--- src/shared/reset_seq_pkg.sv ---
package reset_seq_pkg;

    // Sequencer states
    typedef enum logic [2:0] {
        ST_POR   = 3'b000,
        ST_PLL   = 3'b001,
        ST_DLL   = 3'b010,
        ST_DRIVE = 3'b011,
        ST_HREL  = 3'b100,
        ST_RUN   = 3'b101
    } seq_state_t;

    // Clock rate and lock timing
    localparam int CLK_MHZ = 20;
    localparam int PLL_LOCK_MAX_US = 100;
    localparam int PLL_LOCK_CYCLES = PLL_LOCK_MAX_US * CLK_MHZ;
    localparam int DLL_LOCK_MIN_CYCLES = 7680;
    localparam int DLL_LOCK_MAX_CYCLES = 122880;

    // Counts in sync clock periods
    localparam logic [9:0] DRIVE_TICKS = 10'h0200;
    localparam logic [9:0] SOFT_LAG_TICKS = 10'h0010;
    localparam logic [5:0] INPUT_MIN_TICKS = 6'h20;
    localparam logic [1:0] CFG_RESUME_TICKS = 2'h1;

    // Reset values
    localparam logic [2:0] RST_RESET_SOURCE = 3'h0;
    localparam logic RST_CLKIN_DIV = 1'b0;
    localparam logic RST_HOST_MODE = 1'b1;

    // Saturating counter step
    function automatic logic [16:0] sat_inc17(input logic [16:0] v);
        sat_inc17 = (v == 17'h1_ffff) ? v : v + 17'h0_0001;
    endfunction : sat_inc17

    function automatic logic [5:0] sat_inc6(input logic [5:0] v);
        sat_inc6 = (v == 6'h3f) ? v : v + 6'h01;
    endfunction : sat_inc6

endpackage : reset_seq_pkg

--- src/reset_initialization_sequencer.sv ---
// Contract
// - Primary clock is the dedicated input in host mode, PCI clock in agent mode.
// - Device holds its hard and soft reset outputs at least 512 sync periods.
// - Soft reset releases at least 16 sync periods after hard reset releases.
// - Hard and soft reset pins are open drain, only pulled low.
// - Device stops driving config pins promptly once hard reset asserts.
// - Device resumes config drive at least one sync period after hard reset negates.
// - Host mode sync period derives from primary clock by the divide setting.
// - PLL lock awaited at most 100 us before relying on derived clocks.
// - DLL lock awaited between 7680 and 122880 bus clock cycles.
`timescale 1ns/1ns
`default_nettype none

module reset_initialization_sequencer #(
    parameter int DLL_MIN_CYCLES = reset_seq_pkg::DLL_LOCK_MIN_CYCLES,
    parameter int DLL_MAX_CYCLES = reset_seq_pkg::DLL_LOCK_MAX_CYCLES
) (
    // Clock and reset
    input wire logic clock,
    input wire logic reset,
    input wire logic clk_en,
    // Reset pins
    input wire logic power_on_reset_n,
    input wire logic hard_reset_n_in,
    output logic hard_reset_n_out,
    output logic hard_reset_n_oe,
    input wire logic soft_reset_n_in,
    output logic soft_reset_n_out,
    output logic soft_reset_n_oe,
    // Clocking
    input wire logic sync_clk_in,
    input wire logic pll_locked,
    input wire logic dll_locked,
    output logic pci_clk_select,
    // Configuration pins
    input wire logic host_mode_in,
    input wire logic [2:0] cfg_reset_source_in,
    input wire logic cfg_clkin_div_in,
    output logic [3:0] cfg_out,
    output logic cfg_oe,
    // Status
    output logic [2:0] cfg_reset_source,
    output logic cfg_clkin_div,
    output logic host_mode,
    output logic seq_done,
    output logic pll_fault,
    output logic dll_fault
);
    import reset_seq_pkg::*;

    localparam logic [16:0] PLL_LAST = 17'(PLL_LOCK_CYCLES - 1);
    localparam logic [16:0] DLL_MIN_LAST = 17'(DLL_MIN_CYCLES - 1);
    localparam logic [16:0] DLL_MAX_LAST = 17'(DLL_MAX_CYCLES - 1);

    // Pin synchronisers
    logic por_s1_q, por_s2_q, por_s3_q;
    logic hrd_s1_q, hrd_s2_q, srd_s1_q, srd_s2_q;
    logic syn_s1_q, syn_s2_q, syn_s3_q;
    logic pll_s1_q, pll_s2_q, dll_s1_q, dll_s2_q;
    logic [4:0] cfg_s1_q, cfg_s2_q;

    always_ff @(posedge clock) begin
        if (reset) begin
            {por_s1_q, por_s2_q, por_s3_q} <= 3'h0;
            {hrd_s1_q, hrd_s2_q, srd_s1_q, srd_s2_q} <= 4'hf;
            {syn_s1_q, syn_s2_q, syn_s3_q} <= 3'h0;
            {pll_s1_q, pll_s2_q, dll_s1_q, dll_s2_q} <= 4'h0;
            cfg_s1_q <= 5'h00;
            cfg_s2_q <= 5'h00;
        end else if (clk_en) begin
            por_s1_q <= power_on_reset_n;
            por_s2_q <= por_s1_q;
            por_s3_q <= por_s2_q;
            hrd_s1_q <= hard_reset_n_in;
            hrd_s2_q <= hrd_s1_q;
            srd_s1_q <= soft_reset_n_in;
            srd_s2_q <= srd_s1_q;
            syn_s1_q <= sync_clk_in;
            syn_s2_q <= syn_s1_q;
            syn_s3_q <= syn_s2_q;
            pll_s1_q <= pll_locked;
            pll_s2_q <= pll_s1_q;
            dll_s1_q <= dll_locked;
            dll_s2_q <= dll_s1_q;
            cfg_s1_q <= {host_mode_in, cfg_clkin_div_in, cfg_reset_source_in};
            cfg_s2_q <= cfg_s1_q;
        end
    end

    // Sequencer state
    seq_state_t state_q, state_d;
    logic [9:0] cnt_q, cnt_d;
    logic [16:0] wait_q, wait_d;
    logic [5:0] in_cnt_q, in_cnt_d;
    logic [1:0] rs_cnt_q, rs_cnt_d;
    logic div_q, div_d;
    logic [4:0] cap_q, cap_d;
    logic hard_oe_q, hard_oe_d, soft_oe_q, soft_oe_d;
    logic cfg_oe_q, cfg_oe_d;
    logic pll_fault_q, pll_fault_d, dll_fault_q, dll_fault_d;
    logic clk_sel_q, clk_sel_d;
    logic done_q, done_d;
    logic por_rise, tick, ext_low;

    assign por_rise = por_s2_q & ~por_s3_q;
    // Sync period: one primary clock in host mode, two when the divide setting is on; pin rising edges in agent mode
    assign tick = cap_q[4] ? (cap_q[3] ? div_q : 1'b1) : (syn_s2_q & ~syn_s3_q);
    assign ext_low = ~hrd_s2_q | ~srd_s2_q;

    always_comb begin
        state_d = state_q;
        cnt_d = cnt_q;
        wait_d = wait_q;
        in_cnt_d = in_cnt_q;
        rs_cnt_d = rs_cnt_q;
        div_d = ~div_q;
        cap_d = cap_q;
        cfg_oe_d = cfg_oe_q;
        pll_fault_d = pll_fault_q;
        dll_fault_d = dll_fault_q;
        clk_sel_d = ~cap_q[4];
        case (state_q)
            ST_POR: begin
                if (por_rise) begin
                    cap_d = cfg_s2_q;
                    clk_sel_d = ~cfg_s2_q[4];
                    wait_d = 17'h0_0000;
                    state_d = ST_PLL;
                end
            end
            ST_PLL: begin
                wait_d = sat_inc17(wait_q);
                if (pll_s2_q || wait_q == PLL_LAST) begin
                    pll_fault_d = ~pll_s2_q;
                    wait_d = 17'h0_0000;
                    state_d = ST_DLL;
                end
            end
            ST_DLL: begin
                wait_d = sat_inc17(wait_q);
                if ((dll_s2_q && wait_q >= DLL_MIN_LAST) || wait_q == DLL_MAX_LAST) begin
                    dll_fault_d = ~dll_s2_q;
                    cnt_d = 10'h000;
                    state_d = ST_DRIVE;
                end
            end
            ST_DRIVE: begin
                if (tick) begin
                    if (cnt_q == DRIVE_TICKS - 10'h001) begin
                        cnt_d = 10'h000;
                        state_d = ST_HREL;
                    end else begin
                        cnt_d = cnt_q + 10'h001;
                    end
                end
            end
            ST_HREL: begin
                if (tick) begin
                    if (cnt_q == SOFT_LAG_TICKS - 10'h001) begin
                        cnt_d = 10'h000;
                        state_d = ST_RUN;
                    end else begin
                        cnt_d = cnt_q + 10'h001;
                    end
                end
            end
            ST_RUN: begin
                if (tick) begin
                    in_cnt_d = ext_low ? sat_inc6(in_cnt_q) : 6'h00;
                    if (ext_low && in_cnt_q >= INPUT_MIN_TICKS - 6'h01) begin
                        in_cnt_d = 6'h00;
                        cnt_d = 10'h000;
                        state_d = ST_DRIVE;
                    end
                end
            end
            default: begin
                state_d = ST_POR;
            end
        endcase
        if (!por_s2_q) begin
            state_d = ST_POR;
            cnt_d = 10'h000;
            in_cnt_d = 6'h00;
        end
        hard_oe_d = (state_d == ST_POR) || (state_d == ST_PLL) ||
                    (state_d == ST_DLL) || (state_d == ST_DRIVE);
        soft_oe_d = hard_oe_d || (state_d == ST_HREL);
        // Config drive released while hard reset is low on the pin or from us
        if (hard_oe_d || !hrd_s2_q) begin
            cfg_oe_d = 1'b0;
            rs_cnt_d = 2'h0;
        end else if (tick && !cfg_oe_q) begin
            if (rs_cnt_q == CFG_RESUME_TICKS) begin
                cfg_oe_d = 1'b1;
            end else begin
                rs_cnt_d = rs_cnt_q + 2'h1;
            end
        end
        done_d = (state_d == ST_RUN);
    end

    always_ff @(posedge clock) begin
        if (reset) begin
            state_q <= ST_POR;
            cnt_q <= 10'h000;
            wait_q <= 17'h0_0000;
            in_cnt_q <= 6'h00;
            rs_cnt_q <= 2'h0;
            div_q <= 1'b0;
            cap_q <= {RST_HOST_MODE, RST_CLKIN_DIV, RST_RESET_SOURCE};
            hard_oe_q <= 1'b1;
            soft_oe_q <= 1'b1;
            cfg_oe_q <= 1'b0;
            pll_fault_q <= 1'b0;
            dll_fault_q <= 1'b0;
            clk_sel_q <= ~RST_HOST_MODE;
            done_q <= 1'b0;
        end else if (clk_en) begin
            state_q <= state_d;
            cnt_q <= cnt_d;
            wait_q <= wait_d;
            in_cnt_q <= in_cnt_d;
            rs_cnt_q <= rs_cnt_d;
            div_q <= div_d;
            cap_q <= cap_d;
            hard_oe_q <= hard_oe_d;
            soft_oe_q <= soft_oe_d;
            cfg_oe_q <= cfg_oe_d;
            pll_fault_q <= pll_fault_d;
            dll_fault_q <= dll_fault_d;
            clk_sel_q <= clk_sel_d;
            done_q <= done_d;
        end
    end

    // Open-drain pins: level is always low, only the enable moves
    assign hard_reset_n_out = 1'b0;
    assign soft_reset_n_out = 1'b0;
    assign hard_reset_n_oe = hard_oe_q;
    assign soft_reset_n_oe = soft_oe_q;
    assign pci_clk_select = clk_sel_q;
    assign cfg_out = cap_q[3:0];
    assign cfg_oe = cfg_oe_q;
    assign cfg_reset_source = cap_q[2:0];
    assign cfg_clkin_div = cap_q[3];
    assign host_mode = cap_q[4];
    assign seq_done = done_q;
    assign pll_fault = pll_fault_q;
    assign dll_fault = dll_fault_q;

    a_drive_length: assert property (@(posedge clock) disable iff (reset)
        $fell(hard_oe_q) |-> $past(cnt_q) == DRIVE_TICKS - 10'h001 && $past(state_q) == ST_DRIVE)
        else $error("hard reset released before full drive time");
    a_soft_lag: assert property (@(posedge clock) disable iff (reset)
        $fell(soft_oe_q) |-> $past(state_q) == ST_HREL && $past(cnt_q) == SOFT_LAG_TICKS - 10'h001)
        else $error("soft reset released too early after hard reset");
    a_soft_covers_hard: assert property (@(posedge clock) disable iff (reset)
        hard_oe_q |-> soft_oe_q)
        else $error("soft reset released while hard reset driven");
    a_cfg_off: assert property (@(posedge clock) disable iff (reset)
        clk_en && (hard_oe_d || !hrd_s2_q) |=> !cfg_oe_q)
        else $error("config pins driven during hard reset");
    a_cfg_resume: assert property (@(posedge clock) disable iff (reset)
        $rose(cfg_oe_q) |-> $past(rs_cnt_q) == CFG_RESUME_TICKS && !hard_oe_q)
        else $error("config drive resumed too soon");
    a_cfg_held: assert property (@(posedge clock) disable iff (reset)
        !(state_q == ST_POR && por_rise) |=> $stable(cap_q))
        else $error("captured config changed outside power-on release");
    a_clk_select: assert property (@(posedge clock) disable iff (reset)
        state_q != ST_POR && $past(state_q) != ST_POR |-> clk_sel_q == ~cap_q[4])
        else $error("primary clock select disagrees with mode");
    a_pll_bound: assert property (@(posedge clock) disable iff (reset)
        state_q == ST_PLL |-> wait_q <= PLL_LAST)
        else $error("PLL wait exceeded bound");
    a_dll_window: assert property (@(posedge clock) disable iff (reset)
        clk_en && state_q == ST_DLL && state_d == ST_DRIVE |-> wait_q >= DLL_MIN_LAST)
        else $error("DLL accepted before minimum lock time");
    a_ext_trigger: assert property (@(posedge clock) disable iff (reset)
        clk_en && state_q == ST_RUN && state_d == ST_DRIVE |-> in_cnt_q >= INPUT_MIN_TICKS - 6'h01)
        else $error("reset flow started by too short an input pulse");

endmodule : reset_initialization_sequencer

`default_nettype wire

--- config.mk ---
export PLATFORM = sky130hd
export DESIGN_NAME = reset_initialization_sequencer
export DESIGN_NICKNAME = d
export VERILOG_FILES = /design/src/shared/reset_seq_pkg.sv /design/src/reset_initialization_sequencer.sv
export SDC_FILE = /design/constraint.sdc
export NUM_CORES = 1
export LEC_CHECK = 0
export BUFFER_PORTS_ARGS = -buffer_cell sky130_fd_sc_hd__buf_4
export CORE_MARGIN = 5
export CORE_UTILIZATION = 42
export DETAILED_ROUTE_END_ITERATION = 16
export GPL_ROUTABILITY_DRIVEN = 0
export SLEW_MARGIN = 20
export SYNTH_ARGS = -nofsm -noshare
export SYNTH_HDL_FRONTEND = slang
export SYNTH_SLANG_ARGS = --single-unit
--- constraint.sdc ---
create_clock -name clock -period 4.4 [get_ports clock]
set_clock_uncertainty 0.05 [all_clocks]
set_input_delay 0.88 -clock clock [delete_from_list [all_inputs] [get_ports clock]]
set_output_delay 0.88 -clock clock [all_outputs]
set_load 0.03 [all_outputs]
# Word level (Yosys, flattened, before mapping)
# Cells that the tools add are included.
# totals
register_bits,75
elab_cells,141
input_bits,14
# op_classes
eq_ne,28
add_sub_neg,4
magnitude_cmp,2
muxes,40
n_reduce_logical,25
n_bitwise,12
# op_table
op,n
$mux W10,8
$mux W17,3
$pmux W17 S3,1
$pmux W10 S4,1
$mux W6,6
$eq A17 B17 Y1 const B,2
$mux W3,10
$pmux W3 S6,1
$reduce_and A3 Y1,6
$add A17 B1 Y17 const B,1
$eq A17 B11 Y1 const B,1
$ge A17 B13 Y1 const B,1
$ne A3 B3 Y1 const B,5
$eq A3 B2 Y1 const B,4
$eq A3 B3 Y1 const B,4
$add A10 B1 Y10 const B,1
$eq A10 B4 Y1 const B,1
$eq A10 B9 Y1 const B,1
$not A1 Y1,9
$logic_or A1 B1 Y1,7
$mux W1,7
$reduce_and A7 Y1,1
$add A6 B1 Y6 const B,1
$eq A3 B1 Y1 const B,2
17 further kinds,27

# Logic depth before layout (Yosys ltp)
# logic_depth
ltp_word,14
mapped_depth,9

# Least setup slack after synthesis
# Ideal clock, no wire load.
# synth_timing
path_kind,register to register
start,register wait_q[0]
end,register cnt_q[8]
slack_ns,2.048
path_buffers,2
arrival_time_ns,2.214
setup_ns,0.088
period_less_slack_ns,2.352
path_stages_with_launch,10
cell_sequence,dfxtp_1 > ha_1 > buf_4 > nand4_1 > or4_4 > nor4_4 > o31a_4 > buf_8 > a41oi_2 > a311oi_2
# synth_via
elab_chain_len,5
# synth_lines
element,line,text
start: declaration,reset_initialization_sequencer.sv:93,"logic [16:0] wait_q, wait_d;"
start signal: assignment,reset_initialization_sequencer.sv:222,wait_q <= wait_d;
$ge A17 B13 Y1,reset_initialization_sequencer.sv:141,if ((dll_s2_q && wait_q >= DLL_MIN_LAST) || wait_q == DLL_MAX_LAST) begin
$logic_and A1 B1 Y1,reset_initialization_sequencer.sv:141,
$logic_or A1 B1 Y1 *,reset_initialization_sequencer.sv:141,
$ne A3 B3 Y1 (no line) *,-,
$reduce_and A7 Y1 (no line) *,-,
end signal: assignment,reset_initialization_sequencer.sv:221,cnt_q <= cnt_d;
end: declaration,reset_initialization_sequencer.sv:92,"logic [9:0] cnt_q, cnt_d;"
# Every way passes the cells marked *; elsewhere a longest branch is shown, timed or not.
# A chain may end at the register's enable or synchronous reset.

# Worst setup path in the final report
# layout_timing
start,register wait_q[0]
end,register cnt_q[2]
# Same word-level chain as after synthesis.

==> results.md <==
- Status: completed
- Largest fanout on the critical path: 12
- Slew margin rel.: slightly above 50%
- Area Growth Syn to Fin: 9.72%
- Pre-antenna DRT Iters: 5
- Vias in the first global route: between 2000 and 3000
- I/O Pins: 32
- Detailed placement HPWL: roughly 5600 um
- Ys flop type: dfxtp_1
- Initial DRC Count: 162
- Antenna violations before repair: 0
- Clock tree buffer depth: 2
- H-tree level count: 3
- Worst setup EP type: register
- Peak Freq: around 370 MHz
- Worst path bufs/invs: 0
- Hold buffer count at CTS: 0
- Initial core utilization: approximately 43%
- Fin Hold WS: roughly 0.43 ns
- CTS Buf Count: 9
- Top post-synthesis cells by count: dfxtp_1, nor2_1, nand2_1, mux2i_1, nand3_1
- Post-synth EDFFs: 0
- Non-Filler Instances: between 500 and 600
- Crit-path max cell delay: 0.57 ns
- Fillers: between 800 and 900
- Ys async rst share: 0%
- Critical path startpoint category: register
- # nets final: approximately 460
- Post-CTS sizing: 0
- Clock slew at reported path FFs: roughly 0.08 ns
- CTS Root Cell: clkbuf_8
- Grt ovf: 0
- Clock sink total: 75
- Ranking of synthesized cells by area: dfxtp_1, mux2i_1, nor2_1, nand2_1, nand3_1
- Cell count of the worst reg-to-reg path: 7
- Fin area: 4130 um2
- Die area: approximately 11000 um2
- Share of the synthesized area in the top cell type: 39.9%
- Detailed-route via count: between 3000 and 4000
- Die width: ~100 um
- Largest net degree at the start of global routing: 49
- Area of the multi-input gates: roughly 2000 um2
- Inst Count DP: 540
- Final Setup Violations: 0
- YS warnings: 0
- Diode count: 0
- Slowest cell on crit path: or4_4
- Post-synthesis area per instance: 8.72 um2
- Post-DRT Antenna Nets: 0
- Layout cells sized above 1: about 15%
- Global Route Usage Sum: roughly 15%
- Reg2reg start: wait_q[0]$_SDFFE_PP0P_
- Final hold violation count: 0
- Max-cap violations: 0
- Post-Route WL: 7910 um
- CTS tree: done
- Drt via density: 5.53
- Post-synthesis sequential area ratio: 39.9%
- Synth area leader: dfxtp_1
- Synthesized area: around 3800 um2
- Critical path required time: between 4 and 5 ns
- Pwr Density: approximately 320 nW/um2
- Hold path startpoint: cap_q[0]$_SDFFE_PP0P_
- Core area: around 8700 um2
- FF+latch count, synth: 75
- Reg area: 1500 um2
- Post-CTS setup buffer count: 0
- Maximum vdd drop: around 170 uV
- Fin crit period: ~2.7 ns
- CP Cell Sequence: ha_1, nand4_1, or4_4, nor4_4, o31a_4, and3_1, a41o_1
- Die height: roughly 100 um
- Mapped Cells: about 430
- Max-slew violations: 0
- Final Cycle Share: between 60% and 70%
- Lkg Pwr: around 1.5 nW
- Crit path depth: 7
- Most frequent cell after synthesis: dfxtp_1
- Area after DPL: 3930 um2
- Worst skew pair latency: between 0.3 and 0.4 ns
- Post-route DRC: 0
- Netlist cell types: just under 70
- Worst-Margin Slew: between 0.7 and 0.8 ns
- Crit path max-delay family: simple AND/OR/NAND/NOR gates
- Kind of critical path: register to register
- First-pass GRT wire length: around 14000 um
- Hold depth: 2
- Path category of the worst min-delay check: register to register
- TNS Setup: 0 ns
- CP Data Arrival Time: 2.91 ns
- Crit. Startpoint: wait_q[0]$_SDFFE_PP0P_
- RSZ-0062 raised after global routing: false
- Port Buffers: 29
- Drt wl/cell: 14.2 um
- Row Count: 34
## through the flow
step / total power (W) / utilization [%] / setup WS [ns]
CTS: 0.00133 / 47.3 / 1.70
finish: 0.00131 / 47.3 / 1.72
global placement: 0.000800 / 45.0 / 1.49
detailed placement: 0.000802 / 45.0 / 1.42
floorplan: 0.000783 / - / 2.05
global route: 0.00137 / 47.3 / 1.56
## registers in the layout, indices dropped and copies added (netlist names), 2 cells and up
register,flops
cap_q,5
cfg_s1_q,5
cfg_s2_q,5
cnt_q,10
in_cnt_q,6
rs_cnt_q,2
state_q,3
wait_q,17
## logic make-up after synthesis
family | share of synthesized area [%]
multiplexers | 7.45
adder cells (fa/ha/maj) | 1.33
other | 0.0997
flip-flops | 39.9
AO/OA/AOI/OAI | 14.9
AND/OR/NAND/NOR | 26.0
XOR/XNOR | 3.96
buffers and inverters | 6.29
## layer usage
layer / GRT usage [%] / part of all wire, %
met2: 22.0 / 44
met4: 5.21 / 2.1
met5: 0 / 0
met3: 3.58 / 3.2
met1: 20.8 / 51
## worst paths after layout
kind,end,slack (ns)
setup / recovery,cnt_q[2]$_SDFFE_PP0P_,1.72
hold / removal,cap_q[0]$_SDFFE_PP0P_,0.43
setup reg to reg,cnt_q[2]$_SDFFE_PP0P_,1.72
hold reg to reg,cap_q[0]$_SDFFE_PP0P_,0.43
## report_power, final
group	leakage [nW]	switching (W)	internal, W	total [W]
clock	0.102	0.000260	0.000267	0.000527
sequential	0.608	0.0000118	0.000691	0.000703
combinational	0.828	0.0000489	0.0000331	0.0000820
total	1.54	0.000321	0.000991	0.00131
## final cells by class
| cell class | count | share of cell area [%] |
|---|---|---|
| Timing Repair Buffer | 31 | 5.64 |
| Multi-Input combinational cell | 318 | 49.1 |
| Clock inverter | 7 | 1.85 |
| Sequential cell | 75 | 36.4 |
| Clock buffer | 9 | 3.00 |
| Tap cell | 108 | 3.28 |
| Inverter | 8 | 0.728 |
## placed cells by master (no fill, tap or decap), drive strengths merged, types with 2 or more instances in the layout
cell type / Yosys / routed
a41oi: 4 / 4
a32o: 6 / 6
buf: 15 / 31
or2: 2 / 2
or3: 4 / 4
xnor2: 5 / 5
clkbuf: 16 / 9
o21a: 3 / 3
and3: 7 / 7
nor2: 56 / 56
and3b: 2 / 2
nand3b: 2 / 2
nor2b: 3 / 3
o31ai: 3 / 3
nor4: 10 / 10
a31oi: 3 / 3
a311oi: 4 / 4
nor3: 15 / 15
and2: 2 / 2
conb: 1 / 2
nand4: 8 / 8
mux2i: 28 / 28
nand2: 42 / 42
o22a: 2 / 2
ha: 4 / 4
nand4b: 2 / 2
dfxtp: 75 / 75
nand2b: 3 / 3
and4: 6 / 6
o221ai: 2 / 2
nand3: 26 / 26
clkinv: 1 / 4
a211oi: 4 / 4
inv: 7 / 9
a21oi: 19 / 19
o21ai: 13 / 13
xor2: 12 / 12
## worst reg2reg max path, cell delays in order, from the launching register on
cell and delay, ns:
dfxtp_1 0.40, ha_1 0.33, nand4_1 0.17, or4_4 0.57, nor4_4 0.29, o31a_4 0.28
and3_1 0.34, a41o_1 0.20
Note: power is estimated with default switching activity, not from simulation.
